[src/spf_pkg.sv]
// Constants shared by the serial port block: register map, fields, modes.
// Assumes a 32-bit APB with byte addresses; registers sit in the low 16 bits.
package spf_pkg;
   // Register byte offsets
   localparam logic [11:0] OFF_STAT = 12'h000;
   localparam logic [11:0] OFF_CON1 = 12'h004;
   localparam logic [11:0] OFF_CON2 = 12'h008;
   localparam logic [11:0] OFF_DATA = 12'h00c;
   // Status/control fields
   localparam int B_PORT_ON   = 15;
   localparam int B_IDLE_HALT = 13;
   localparam int B_CNT_LO    = 8;
   localparam int B_SH_EMPTY  = 7;
   localparam int B_OVF       = 6;
   localparam int B_RX_EMPTY  = 5;
   localparam int B_IRQ_CONDITION_SEL_LO  = 2;
   localparam int B_TX_FULL   = 1;
   localparam int B_RX_FULL   = 0;
   // Control one fields
   localparam int B_CLK_OFF   = 12;
   localparam int B_DOUT_OFF  = 11;
   localparam int B_WIDE      = 10;
   localparam int B_SMP       = 9;
   localparam int B_CKE       = 8;
   localparam int B_SELECT_PIN_USE      = 7;
   localparam int B_CKP       = 6;
   localparam int B_MASTER    = 5;
   localparam int B_SEC_LO    = 2;
   localparam int B_PRI_LO    = 0;
   // Control two fields
   localparam int B_FRAMED    = 15;
   localparam int B_SYNC_DIR  = 14;
   localparam int B_SYNC_POL  = 13;
   localparam int B_SYNC_EDGE = 1;
   localparam int B_FIFO_ON   = 0;
   // Writable bits, everything else reads as zero
   localparam logic [15:0] CON1_WMASK = 16'h1fff;
   localparam logic [15:0] CON2_WMASK = 16'he003;
   localparam logic [15:0] RESET_VAL  = 16'h0000;
   // Transfer sizes in bits
   localparam logic [5:0] BITS_BYTE = 6'h08;
   localparam logic [5:0] BITS_WORD = 6'h10;
   // Primary prescale ratios and secondary base
   localparam logic [6:0] PRI_1  = 7'h01;
   localparam logic [6:0] PRI_4  = 7'h04;
   localparam logic [6:0] PRI_16 = 7'h10;
   localparam logic [6:0] PRI_64 = 7'h40;
   localparam logic [3:0] SEC_BASE = 4'h8;
   localparam int FIFO_DEPTH_DEF = 8;

   typedef enum logic [2:0] {
      SEL_RX_EMPTIED = 3'h0,
      SEL_RX_AVAIL   = 3'h1,
      SEL_RX_3Q      = 3'h2,
      SEL_RX_FULL    = 3'h3,
      SEL_TX_SLOT    = 3'h4,
      SEL_TX_DONE    = 3'h5,
      SEL_TX_DRAINED = 3'h6,
      SEL_TX_FULL    = 3'h7
   } spf_irq_condition_sel_e;

   typedef enum logic [1:0] {
      ST_IDLE  = 2'h0,
      ST_PRE   = 2'h1,
      ST_SHIFT = 2'h2,
      ST_ARM   = 2'h3
   } spf_state_e;
endpackage

[src/spf_port.sv]
// Serial peripheral port: master/slave shifter, prescaler, framing, FIFOs.
// Assumes an APB master on pclk; pins come from outside and are synchronised.
//
// Overview of operation
// - Port enable hands pins to the port
// - Idle-halt bit stops port during idle mode
// - Element count: pending (master) or unread (slave)
// - Flags for empty shifter and empty receive FIFO
// - Unread data: drop new word, set overflow
// - Select codes 111-100 pick transmit-side events
// - Select codes 011-000 pick receive-side events
// - Standard: tx full on write, clear on load
// - Enhanced: tx full while no slot free
// - Standard: rx full on receive, clear on read
// - Enhanced: rx full while no slot free
// - Clock-off frees clock pin; master bit selects role
// - Data-out-off bit releases the data output pin
// - Word-size bit picks 16 or 8 bits
// - Master samples at end or middle
// - Idle clock level and output change edge
// - Slave uses select pin when enabled
// - Two prescalers divide the master clock
// - Framed mode puts sync on select pin
// - Sync direction and polarity bits
// - Sync with first bit or one before
// - Buffer-mode bit picks FIFO or single entry
// - Each FIFO holds eight words
// - Sample phase only set with master mode
//
// Chosen here: the APB slave port and the register offsets.
`timescale 1ns/1ns
module spf_port
   import spf_pkg::*;
#(
   parameter int DEPTH = FIFO_DEPTH_DEF
) (
   input  wire logic        pclk,
   input  wire logic        presetn,
   input  wire logic [11:0] paddr,
   input  wire logic        psel,
   input  wire logic        penable,
   input  wire logic        pwrite,
   input  wire logic [31:0] pwdata,
   output logic      [31:0] prdata,
   output logic             pready,
   output logic             pslverr,
   input  wire logic        idle_mode,
   input  wire logic        sck_i,
   output logic             sck_o,
   output logic             sck_oe,
   output logic             sdo_o,
   output logic             sdo_oe,
   input  wire logic        sdi_i,
   input  wire logic        ss_i,
   output logic             ss_o,
   output logic             ss_oe,
   output logic             buf_event
);
   localparam int AW = $clog2(DEPTH);
   localparam logic [AW:0] DEPTH_C = (AW+1)'(DEPTH);
   localparam logic [AW:0] ONE_C   = (AW+1)'(1);
   localparam logic [AW:0] Q3_C    = (AW+1)'((DEPTH * 3) / 4);

   if (DEPTH < 2 || DEPTH > 8 || (DEPTH & (DEPTH - 1)) != 0) begin : g_chk
      $error("DEPTH must be a power of two from 2 to 8");
   end

   // Register state
   logic [15:0]  con1_reg, con2_reg;
   logic         port_on_reg, idle_halt_reg, ovf_reg;
   spf_irq_condition_sel_e   irq_condition_sel_reg;
   logic [31:0]  prdata_reg;
   // Pin synchronisers: {sck, sdi, ss}
   logic [2:0]   meta_reg, sync_reg;
   logic         sck_d_reg;
   // Engine
   spf_state_e   st_reg;
   logic [5:0]   k_reg, rcnt_reg;
   logic [9:0]   div_cnt_reg;
   logic [15:0]  tx_sh_reg, rx_sh_reg;
   logic         act_reg, fs_reg, loaded_reg, event_reg;
   // FIFOs
   logic [15:0]  tx_mem [DEPTH];
   logic [15:0]  rx_mem [DEPTH];
   logic [AW-1:0] tx_wp_reg, tx_rp_reg, rx_wp_reg, rx_rp_reg;
   logic [AW:0]  tx_cnt_reg, rx_cnt_reg;

   // Configuration decode
   logic master, wide, sample_phase, cke, clock_idle_level, select_pin_use, framed, fsd, fpol, fdly, fifo_on;
   assign master  = con1_reg[B_MASTER];
   assign wide    = con1_reg[B_WIDE];
   assign sample_phase     = con1_reg[B_SMP] & master;
   assign cke     = con1_reg[B_CKE] & ~framed;
   assign clock_idle_level     = con1_reg[B_CKP];
   assign select_pin_use    = con1_reg[B_SELECT_PIN_USE] & ~framed;
   assign framed  = con2_reg[B_FRAMED];
   assign fsd     = con2_reg[B_SYNC_DIR];
   assign fpol    = con2_reg[B_SYNC_POL];
   assign fdly    = con2_reg[B_SYNC_EDGE];
   assign fifo_on = con2_reg[B_FIFO_ON];

   logic          halt, busy;
   logic [AW:0]   cap;
   logic          tx_full, rx_full, rx_empty;
   logic [5:0]    n2, nb;
   assign halt     = ~port_on_reg | (idle_halt_reg & idle_mode);
   assign busy     = st_reg != ST_IDLE;
   assign cap      = fifo_on ? DEPTH_C : ONE_C;
   assign tx_full  = tx_cnt_reg == cap;
   assign rx_full  = rx_cnt_reg == cap;
   assign rx_empty = rx_cnt_reg == '0;
   assign nb       = wide ? BITS_WORD : BITS_BYTE;
   assign n2       = 6'(nb << 1);

   // APB access
   logic acc, wr_acc, rd_acc, mapped;
   assign acc     = psel & penable;
   assign wr_acc  = acc & pwrite;
   assign rd_acc  = acc & ~pwrite;
   assign mapped  = paddr == OFF_STAT || paddr == OFF_CON1 ||
                    paddr == OFF_CON2 || paddr == OFF_DATA;
   assign pready  = 1'b1;
   assign pslverr = acc & ~mapped;
   assign prdata  = prdata_reg;

   logic [2:0]  cnt3;
   logic [15:0] stat_val;
   assign cnt3 = master ? 3'(tx_cnt_reg) : 3'(rx_cnt_reg);
   always_comb begin
      stat_val = RESET_VAL;
      stat_val[B_PORT_ON] = port_on_reg;
      stat_val[B_IDLE_HALT] = idle_halt_reg;
      stat_val[B_CNT_LO +: 3] = cnt3;
      stat_val[B_SH_EMPTY] = ~busy;
      stat_val[B_OVF] = ovf_reg;
      stat_val[B_RX_EMPTY] = rx_empty;
      stat_val[B_IRQ_CONDITION_SEL_LO +: 3] = irq_condition_sel_reg;
      stat_val[B_TX_FULL] = tx_full;
      stat_val[B_RX_FULL] = rx_full;
   end

   // Read data captured in the setup cycle
   always_ff @(posedge pclk or negedge presetn) begin
      if (!presetn) begin
         prdata_reg <= 32'h0;
      end else if (psel && !penable && !pwrite) begin
         unique case (paddr)
            OFF_STAT: prdata_reg <= {16'h0, stat_val};
            OFF_CON1: prdata_reg <= {16'h0, con1_reg};
            OFF_CON2: prdata_reg <= {16'h0, con2_reg};
            OFF_DATA: prdata_reg <= {16'h0, rx_mem[rx_rp_reg]};
            default:  prdata_reg <= 32'h0;
         endcase
      end
   end

   always_ff @(posedge pclk or negedge presetn) begin
      if (!presetn) begin
         con1_reg      <= RESET_VAL;
         con2_reg      <= RESET_VAL;
         port_on_reg   <= 1'b0;
         idle_halt_reg <= 1'b0;
         irq_condition_sel_reg     <= SEL_RX_EMPTIED;
      end else if (wr_acc) begin
         if (paddr == OFF_STAT) begin
            port_on_reg   <= pwdata[B_PORT_ON];
            idle_halt_reg <= pwdata[B_IDLE_HALT];
            irq_condition_sel_reg     <= spf_irq_condition_sel_e'(pwdata[B_IRQ_CONDITION_SEL_LO +: 3]);
         end
         if (paddr == OFF_CON1) begin
            con1_reg <= pwdata[15:0] & CON1_WMASK;
         end
         if (paddr == OFF_CON2) begin
            con2_reg <= pwdata[15:0] & CON2_WMASK;
         end
      end
   end

   // Pin synchronisers
   always_ff @(posedge pclk or negedge presetn) begin
      if (!presetn) begin
         meta_reg  <= 3'h0;
         sync_reg  <= 3'h0;
         sck_d_reg <= 1'b0;
      end else begin
         meta_reg  <= {sck_i, sdi_i, ss_i};
         sync_reg  <= meta_reg;
         sck_d_reg <= sync_reg[2];
      end
   end

   logic sck_s, sdi_s, ss_s, fs_in, sel_ok;
   assign sck_s  = sync_reg[2];
   assign sdi_s  = sync_reg[1];
   assign ss_s   = sync_reg[0];
   assign fs_in  = fpol ? ss_s : ~ss_s;
   assign sel_ok = ~select_pin_use | ~ss_s;

   // Prescaler
   logic [6:0] pri;
   logic [3:0] sec;
   logic [9:0] div;
   logic       tick;
   always_comb begin
      unique case (con1_reg[B_PRI_LO +: 2])
         2'h3: pri = PRI_1;
         2'h2: pri = PRI_4;
         2'h1: pri = PRI_16;
         2'h0: pri = PRI_64;
      endcase
   end
   assign sec  = SEC_BASE - {1'b0, con1_reg[B_SEC_LO +: 3]};
   assign div  = 10'(pri) * 10'(sec);
   assign tick = div_cnt_reg == div - 10'h1;

   // Edge events for the shifter
   logic edge_s, lead, m_ev, ev, samp, shft, m_start, s_load, abort;
   logic s_go, s_arm, finish;
   assign edge_s  = sck_s ^ sck_d_reg;
   assign m_ev    = master & tick & (st_reg == ST_SHIFT) & ~halt;
   assign s_go    = (st_reg == ST_SHIFT) |
                    (st_reg == ST_IDLE & (framed ? lead & fs_in & fdly : sel_ok)) |
                    (st_reg == ST_ARM & lead);
   assign s_arm   = ~master & edge_s & ~halt & st_reg == ST_IDLE & framed &
                    lead & fs_in & ~fdly;
   assign abort   = ~master & select_pin_use & ss_s;
   assign ev      = master ? m_ev : edge_s & s_go & ~halt & ~abort;
   // Leading edge means idle-to-active
   assign lead    = master ? ~k_reg[0] : (sck_s ^ clock_idle_level);
   // Sample at the middle or end of the output time
   assign samp    = ev & (lead == (cke ^ sample_phase)) & (rcnt_reg < nb) &
                    ~(k_reg == 6'h0 & ~cke);
   assign shft    = ev & (lead != cke) & k_reg != 6'h0 & (k_reg < n2 - 6'h1);
   assign finish  = ev & (master ? k_reg == n2 : k_reg == n2 - 6'h1);
   assign m_start = master & ~halt & st_reg == ST_IDLE & tx_cnt_reg != '0 &
                    (~framed | ~fsd | fs_in);
   assign s_load  = ~master & ~halt & ~loaded_reg & tx_cnt_reg != '0 &
                    (st_reg == ST_IDLE | st_reg == ST_ARM);

   logic tx_push, tx_pop, rx_push, rx_pop, ovf_set;
   assign tx_push = wr_acc & paddr == OFF_DATA & ~tx_full;
   assign tx_pop  = m_start | s_load;
   assign rx_push = finish & ~rx_full;
   assign ovf_set = finish & rx_full;
   assign rx_pop  = rd_acc & paddr == OFF_DATA & ~rx_empty;

   // Engine state machine
   always_ff @(posedge pclk or negedge presetn) begin
      if (!presetn) begin
         st_reg      <= ST_IDLE;
         k_reg       <= 6'h0;
         rcnt_reg    <= 6'h0;
         div_cnt_reg <= 10'h0;
         act_reg     <= 1'b0;
         fs_reg      <= 1'b0;
         loaded_reg  <= 1'b0;
      end else if (!port_on_reg || abort) begin
         st_reg      <= ST_IDLE;
         k_reg       <= 6'h0;
         rcnt_reg    <= 6'h0;
         act_reg     <= 1'b0;
         fs_reg      <= 1'b0;
         // A word loaded while deselected stays put until selected
         loaded_reg  <= (loaded_reg | s_load) & port_on_reg;
      end else begin
         div_cnt_reg <= (tick || st_reg == ST_IDLE || halt) ? 10'h0 : div_cnt_reg + 10'h1;
         if (halt) begin
            div_cnt_reg <= div_cnt_reg;
         end
         if (s_load) begin
            loaded_reg <= 1'b1;
         end
         if (s_arm) begin
            st_reg <= ST_ARM;
         end
         if (m_start) begin
            st_reg <= (framed && !fsd && !fdly) ? ST_PRE : ST_SHIFT;
            fs_reg <= framed & ~fsd;
            k_reg  <= 6'h0;
         end
         if (master && tick && !halt && st_reg == ST_PRE) begin
            act_reg <= ~act_reg;
            k_reg   <= k_reg == 6'h1 ? 6'h0 : k_reg + 6'h1;
            if (k_reg == 6'h1) begin
               st_reg <= ST_SHIFT;
               fs_reg <= 1'b0;
            end
         end
         if (ev && !finish) begin
            st_reg <= ST_SHIFT;
            k_reg  <= k_reg + 6'h1;
            if (master) begin
               act_reg <= ~act_reg;
            end
            if (master && k_reg == 6'h1) begin
               fs_reg <= 1'b0;
            end
         end
         if (samp) begin
            rcnt_reg <= rcnt_reg + 6'h1;
         end
         if (finish) begin
            st_reg     <= ST_IDLE;
            k_reg      <= 6'h0;
            rcnt_reg   <= 6'h0;
            loaded_reg <= 1'b0;
         end
      end
   end

   // Shift registers; byte data is held in the top half for sending
   always_ff @(posedge pclk or negedge presetn) begin
      if (!presetn) begin
         tx_sh_reg <= 16'h0;
         rx_sh_reg <= 16'h0;
      end else begin
         if (tx_pop) begin
            tx_sh_reg <= wide ? tx_mem[tx_rp_reg] : {tx_mem[tx_rp_reg][7:0], 8'h0};
         end else if (shft) begin
            tx_sh_reg <= {tx_sh_reg[14:0], 1'b0};
         end
         if (samp) begin
            rx_sh_reg <= {rx_sh_reg[14:0], sdi_s};
         end
      end
   end

   // Transmit FIFO
   always_ff @(posedge pclk or negedge presetn) begin
      if (!presetn) begin
         tx_wp_reg  <= '0;
         tx_rp_reg  <= '0;
         tx_cnt_reg <= '0;
      end else if (!port_on_reg) begin
         tx_wp_reg  <= '0;
         tx_rp_reg  <= '0;
         tx_cnt_reg <= '0;
      end else begin
         if (tx_push) begin
            tx_wp_reg <= tx_wp_reg + 1'b1;
         end
         if (tx_pop) begin
            tx_rp_reg <= tx_rp_reg + 1'b1;
         end
         tx_cnt_reg <= tx_cnt_reg + (tx_push ? ONE_C : '0) - (tx_pop ? ONE_C : '0);
      end
   end

   // The closing edge may carry the last sample, so store it with the word
   logic [15:0] rx_word;
   assign rx_word = samp ? {rx_sh_reg[14:0], sdi_s} : rx_sh_reg;

   always_ff @(posedge pclk) begin
      if (tx_push) begin
         tx_mem[tx_wp_reg] <= pwdata[15:0];
      end
      if (rx_push) begin
         rx_mem[rx_wp_reg] <= wide ? rx_word : {8'h0, rx_word[7:0]};
      end
   end

   // Receive FIFO
   always_ff @(posedge pclk or negedge presetn) begin
      if (!presetn) begin
         rx_wp_reg  <= '0;
         rx_rp_reg  <= '0;
         rx_cnt_reg <= '0;
      end else if (!port_on_reg) begin
         rx_wp_reg  <= '0;
         rx_rp_reg  <= '0;
         rx_cnt_reg <= '0;
      end else begin
         if (rx_push) begin
            rx_wp_reg <= rx_wp_reg + 1'b1;
         end
         if (rx_pop) begin
            rx_rp_reg <= rx_rp_reg + 1'b1;
         end
         rx_cnt_reg <= rx_cnt_reg + (rx_push ? ONE_C : '0) - (rx_pop ? ONE_C : '0);
      end
   end

   // Overflow: a new arrival wins over a software clear
   always_ff @(posedge pclk or negedge presetn) begin
      if (!presetn) begin
         ovf_reg <= 1'b0;
      end else if (ovf_set) begin
         ovf_reg <= 1'b1;
      end else if (wr_acc && paddr == OFF_STAT && !pwdata[B_OVF]) begin
         ovf_reg <= 1'b0;
      end
   end

   // Buffer event selection
   logic ev_sel;
   always_comb begin
      unique case (irq_condition_sel_reg)
         SEL_TX_FULL:    ev_sel = tx_full;
         SEL_TX_DRAINED: ev_sel = tx_pop & tx_cnt_reg == ONE_C;
         SEL_TX_DONE:    ev_sel = finish;
         SEL_TX_SLOT:    ev_sel = tx_pop & tx_cnt_reg == cap;
         SEL_RX_FULL:    ev_sel = rx_full;
         SEL_RX_3Q:      ev_sel = rx_cnt_reg >= Q3_C;
         SEL_RX_AVAIL:   ev_sel = ~rx_empty;
         SEL_RX_EMPTIED: ev_sel = rx_pop & rx_cnt_reg == ONE_C;
      endcase
   end

   always_ff @(posedge pclk or negedge presetn) begin
      if (!presetn) begin
         event_reg <= 1'b0;
      end else begin
         event_reg <= fifo_on ? ev_sel : rx_full;
      end
   end
   assign buf_event = event_reg;

   // Pin drive
   assign sck_o  = clock_idle_level ^ act_reg;
   assign sck_oe = port_on_reg & master & ~con1_reg[B_CLK_OFF];
   assign sdo_o  = tx_sh_reg[15];
   assign sdo_oe = port_on_reg & ~con1_reg[B_DOUT_OFF] &
                   (master | ~select_pin_use | ~ss_s);
   assign ss_o   = fpol ? fs_reg : ~fs_reg;
   assign ss_oe  = port_on_reg & framed & ~fsd & master;
endmodule // spf_port

[config.mk]
export PLATFORM = sky130hd
export DESIGN_NAME = spf_port
export DESIGN_NICKNAME = d
export VERILOG_FILES = /design/src/spf_pkg.sv /design/src/spf_port.sv
export SDC_FILE = /design/constraint.sdc
export NUM_CORES = 1
export LEC_CHECK = 0
export BUFFER_PORTS_ARGS = -buffer_cell sky130_fd_sc_hd__buf_2
export CAP_MARGIN = 20
export CORE_ASPECT_RATIO = 1.75
export CORE_MARGIN = 10
export CORE_UTILIZATION = 30
export DETAILED_ROUTE_END_ITERATION = 7
export GPL_TIMING_DRIVEN = 0
export PLACE_DENSITY_LB_ADDON = 0.3
export SLEW_MARGIN = 20
export SYNTH_ARGS = -nofsm -noshare
export SYNTH_HDL_FRONTEND = slang
export SYNTH_SLANG_ARGS = --single-unit
export TNS_END_PERCENT = 20
[constraint.sdc]
create_clock -name pclk -period 12.15 [get_ports pclk]
set_input_delay 2.43 -clock pclk [delete_from_list [all_inputs] [get_ports pclk]]
set_output_delay 2.43 -clock pclk [all_outputs]
set_load 0.01 [all_outputs]
==> flow_metrics.tcl <==
set metrics [dict create \
    status "complete, no violations" \
    cp_slowest_cell "nor4b_2" \
    timing.setup.tns_ns 0 \
    synthFlopType "edfxtp_1" \
    dieArea_um2 67900 \
    p_leak_nw 7.29 \
    tightest_slew_ns 1.01 \
    num_rows 116 \
    syn_area_um2 17300 \
    grt_max_degree 93 \
    synth_edf_count 256 \
    clock_sinks 383 \
    cap_violations 0 \
    final.fill_count 5431 \
    period_share_pct 55.9 \
    place_congestion 0.881 \
    track_usage_pct 13.2 \
    reg.largest.list "rx_mem (128), tx_mem (128)" \
    antenna_found_initial 2 \
    final_area_um2 20100 \
    placed_area_um2 18900 \
    io_pins 94 \
    yosys_warnings 0 \
    area_delta_synth_final_pct 16.7 \
    grt_remaining_overflow 0 \
    layout_common_cells "edfxtp_1 (256), dfrtp_1 (127), nand2_1 (76), buf_2 (70), mux4_2 (65)" \
    async_reset_ff_share_pct 33.2 \
    avgSynthCellArea_um2 14.8 \
    cts_tree "built" \
    slowest_delay_ns 0.76 \
    ys_types 68 \
    maxSlewViolCount 0 \
    rsz0062_at_grt "false" \
    crit_type "reg2reg" \
    via_count 10329 \
    slew_headroom_pct 32.0 \
    crit_top_cell "ha_1" \
    vias_per_cell 4.92 \
    clk_latency_ns 0.54 \
    cp_top_family "simple AND/OR/NAND/NOR gates" \
    h-tree-depth 2 \
    reg2reg_from "con1_reg[2]" \
    crit_buf_inv 5 \
    place_hpwl_mm 33.2 \
    clock.fmax_ghz 0.147 \
    hold_path.class "reg2reg" \
    peakVddDrop_mv 0.0727 \
    crit_chain "inv_1, ha_1, xnor2_1, nand2_1, ha_1, fa_1, ha_1, and3_1, a221o_1, a31oi_1, xnor2_1, nor4_1, buf_2, o211ai_2, nor4b_2, buf_4, buf_2, buf_4" \
    r2r_end "rx_mem[4][4]" \
    clkTransAtPathRegs_ns 0.06 \
    cp.required_ns 12.40 \
    hold_buffers 0 \
    fin_crit_ns 6.79 \
    die_h_um 337 \
    wl_mm 45.0 \
    cp-start-kind "flop" \
    drtAntennaViolNets 0 \
    syn-instance-count 1165 \
    yosys_register_bits 383 \
    startpoint "con1_reg[2]" \
    antenna_cells 0 \
    postCtsSetupRepairBufs 0 \
    clockRootBuffer "clkbuf_16" \
    power.density_nw_per_um2 130 \
    final_hold_viol_count 0 \
    core_um2 57000 \
    arrival_ns 7.04 \
    layout_commonest_cell "edfxtp_1" \
    clock_skew_ns 0.0154 \
    setup_viol 0 \
    r2r_slack_ns 5.36 \
    dr.pass1.iters 5 \
    endpoint "rx_mem[4][4]" \
    grt_pass1_vias 10917 \
    fin_nets 1404 \
    cp_max_fo 10 \
    grt_pass1_wl_mm 68.8 \
    cts-buffers-inserted 37 \
    r2r_cells 18 \
    die_w_um 201 \
    cts_max_path_buffers 3 \
    endpoint_kind "flop" \
    wire_per_inst_um 21.4 \
    yosysSeqAreaShare_pct 63.0 \
    cts_resized 0 \
    drc 0 \
    layout-drive-gt1-share_pct 22.7 \
    start_util_pct 30.3 \
    cp.depth 18 \
    port_buffers 58 \
    first_iter_violations 725 \
]
[worst register-to-register path: stages, from the launching register on]
cell      delay, ns
dfrtp_1        0.55
inv_1          0.12
ha_1           0.25
xnor2_1        0.37
nand2_1        0.19
ha_1           0.34
fa_1           0.50
ha_1           0.40
and3_1         0.20
a221o_1        0.36
a31oi_1        0.22
xnor2_1        0.20
nor4_1         0.72
buf_2          0.36
o211ai_2       0.29
nor4b_2        0.77
buf_4          0.30
buf_2          0.19
buf_4          0.18
[kinds of logic (layout without fill, tap and decap cells)]
kind of cell               after synthesis  in the layout  synth area share (%)
AOI/OAI and AO/OA                      156            156                  6.02
xor gates and xnor gates                41             41                  2.08
adders and majority gates               48             48                  3.83
buffers and inverters                  112            264                  2.89
DFF                                    383            383                  63.0
muxes                                  165            165                  14.6
other                                    2             17                0.0435
and+or+nand+nor                        258            258                  7.60
[metal layers]
layer	part of all wire, %	routed length (um)	track usage [%]
met2	54	24300	25.0
met1	38	17200	14.7
met4	2.9	1300	4.49
met5	0.049	22	0
met3	4.7	2130	2.25
[synthesized netlist by cell type (all sizes together), types with 9 or more instances]
master	count	area, um2
nand2	76	285
mux4	65	1460
ha	40	500
nand3	24	120
xor2	19	166
nor2	46	173
a21o	9	67.6
and2	27	169
inv	40	150
o21ai	58	294
dfrtp	127	3180
o211ai	11	87.6
nor3	20	100
xnor2	22	193
nor2b	9	56.3
mux2	44	495
clkbuf	35	131
a22o	11	96.3
a21oi	21	105
edfxtp	256	7690
buf	37	216
mux2i	56	561
[cell type report]
type / instances / area, um2 / share of cell area [%]
buffer: 72 / 349 / 1.73
clock buffer: 52 / 1050 / 5.24
clock inverter: 16 / 173 / 0.857
inverter: 40 / 150 / 0.746
multi-input combinational: 685 / 6050 / 30.0
sequential: 383 / 10900 / 54.0
tap: 767 / 960 / 4.77
timing repair buffer: 84 / 537 / 2.67
[metrics by stage]
step	worst slack, ns	hold slack, ns	total power, mW	instances	utilization [%]
finish	5.36	0.348	2.61	2099	35.3
floorplan	6.05	0.331	1.43	1180	-
global route	5.07	0.362	2.70	2099	35.3
detailed placement	5.37	0.335	1.46	2031	33.2
global placement	2.91	0.334	1.46	2005	32.6
CTS	5.34	0.350	2.64	2099	35.3
[power breakdown]
group / internal (mW) / switching (mW)
Combinational: 0.0134 / 0.0318
Sequential: 1.39 / 0.000894
Clock: 0.676 / 0.502
[worst min-delay path by stage]
| stage | startpoint | to | slack [ns] | depth (start not counted) |
|---|---|---|---|---|
| CTS | meta_reg[0] | sync_reg[0] | 0.35 | 0 |
| floorplan | meta_reg[0] | sync_reg[0] | 0.33 | 0 |
| global route | meta_reg[0] | sync_reg[0] | 0.36 | 0 |
| detailed placement | meta_reg[0] | sync_reg[0] | 0.33 | 0 |
| global placement | meta_reg[0] | sync_reg[0] | 0.33 | 0 |
| finish | meta_reg[0] | sync_reg[0] | 0.35 | 0 |
(Power assumes the default switching activity.)
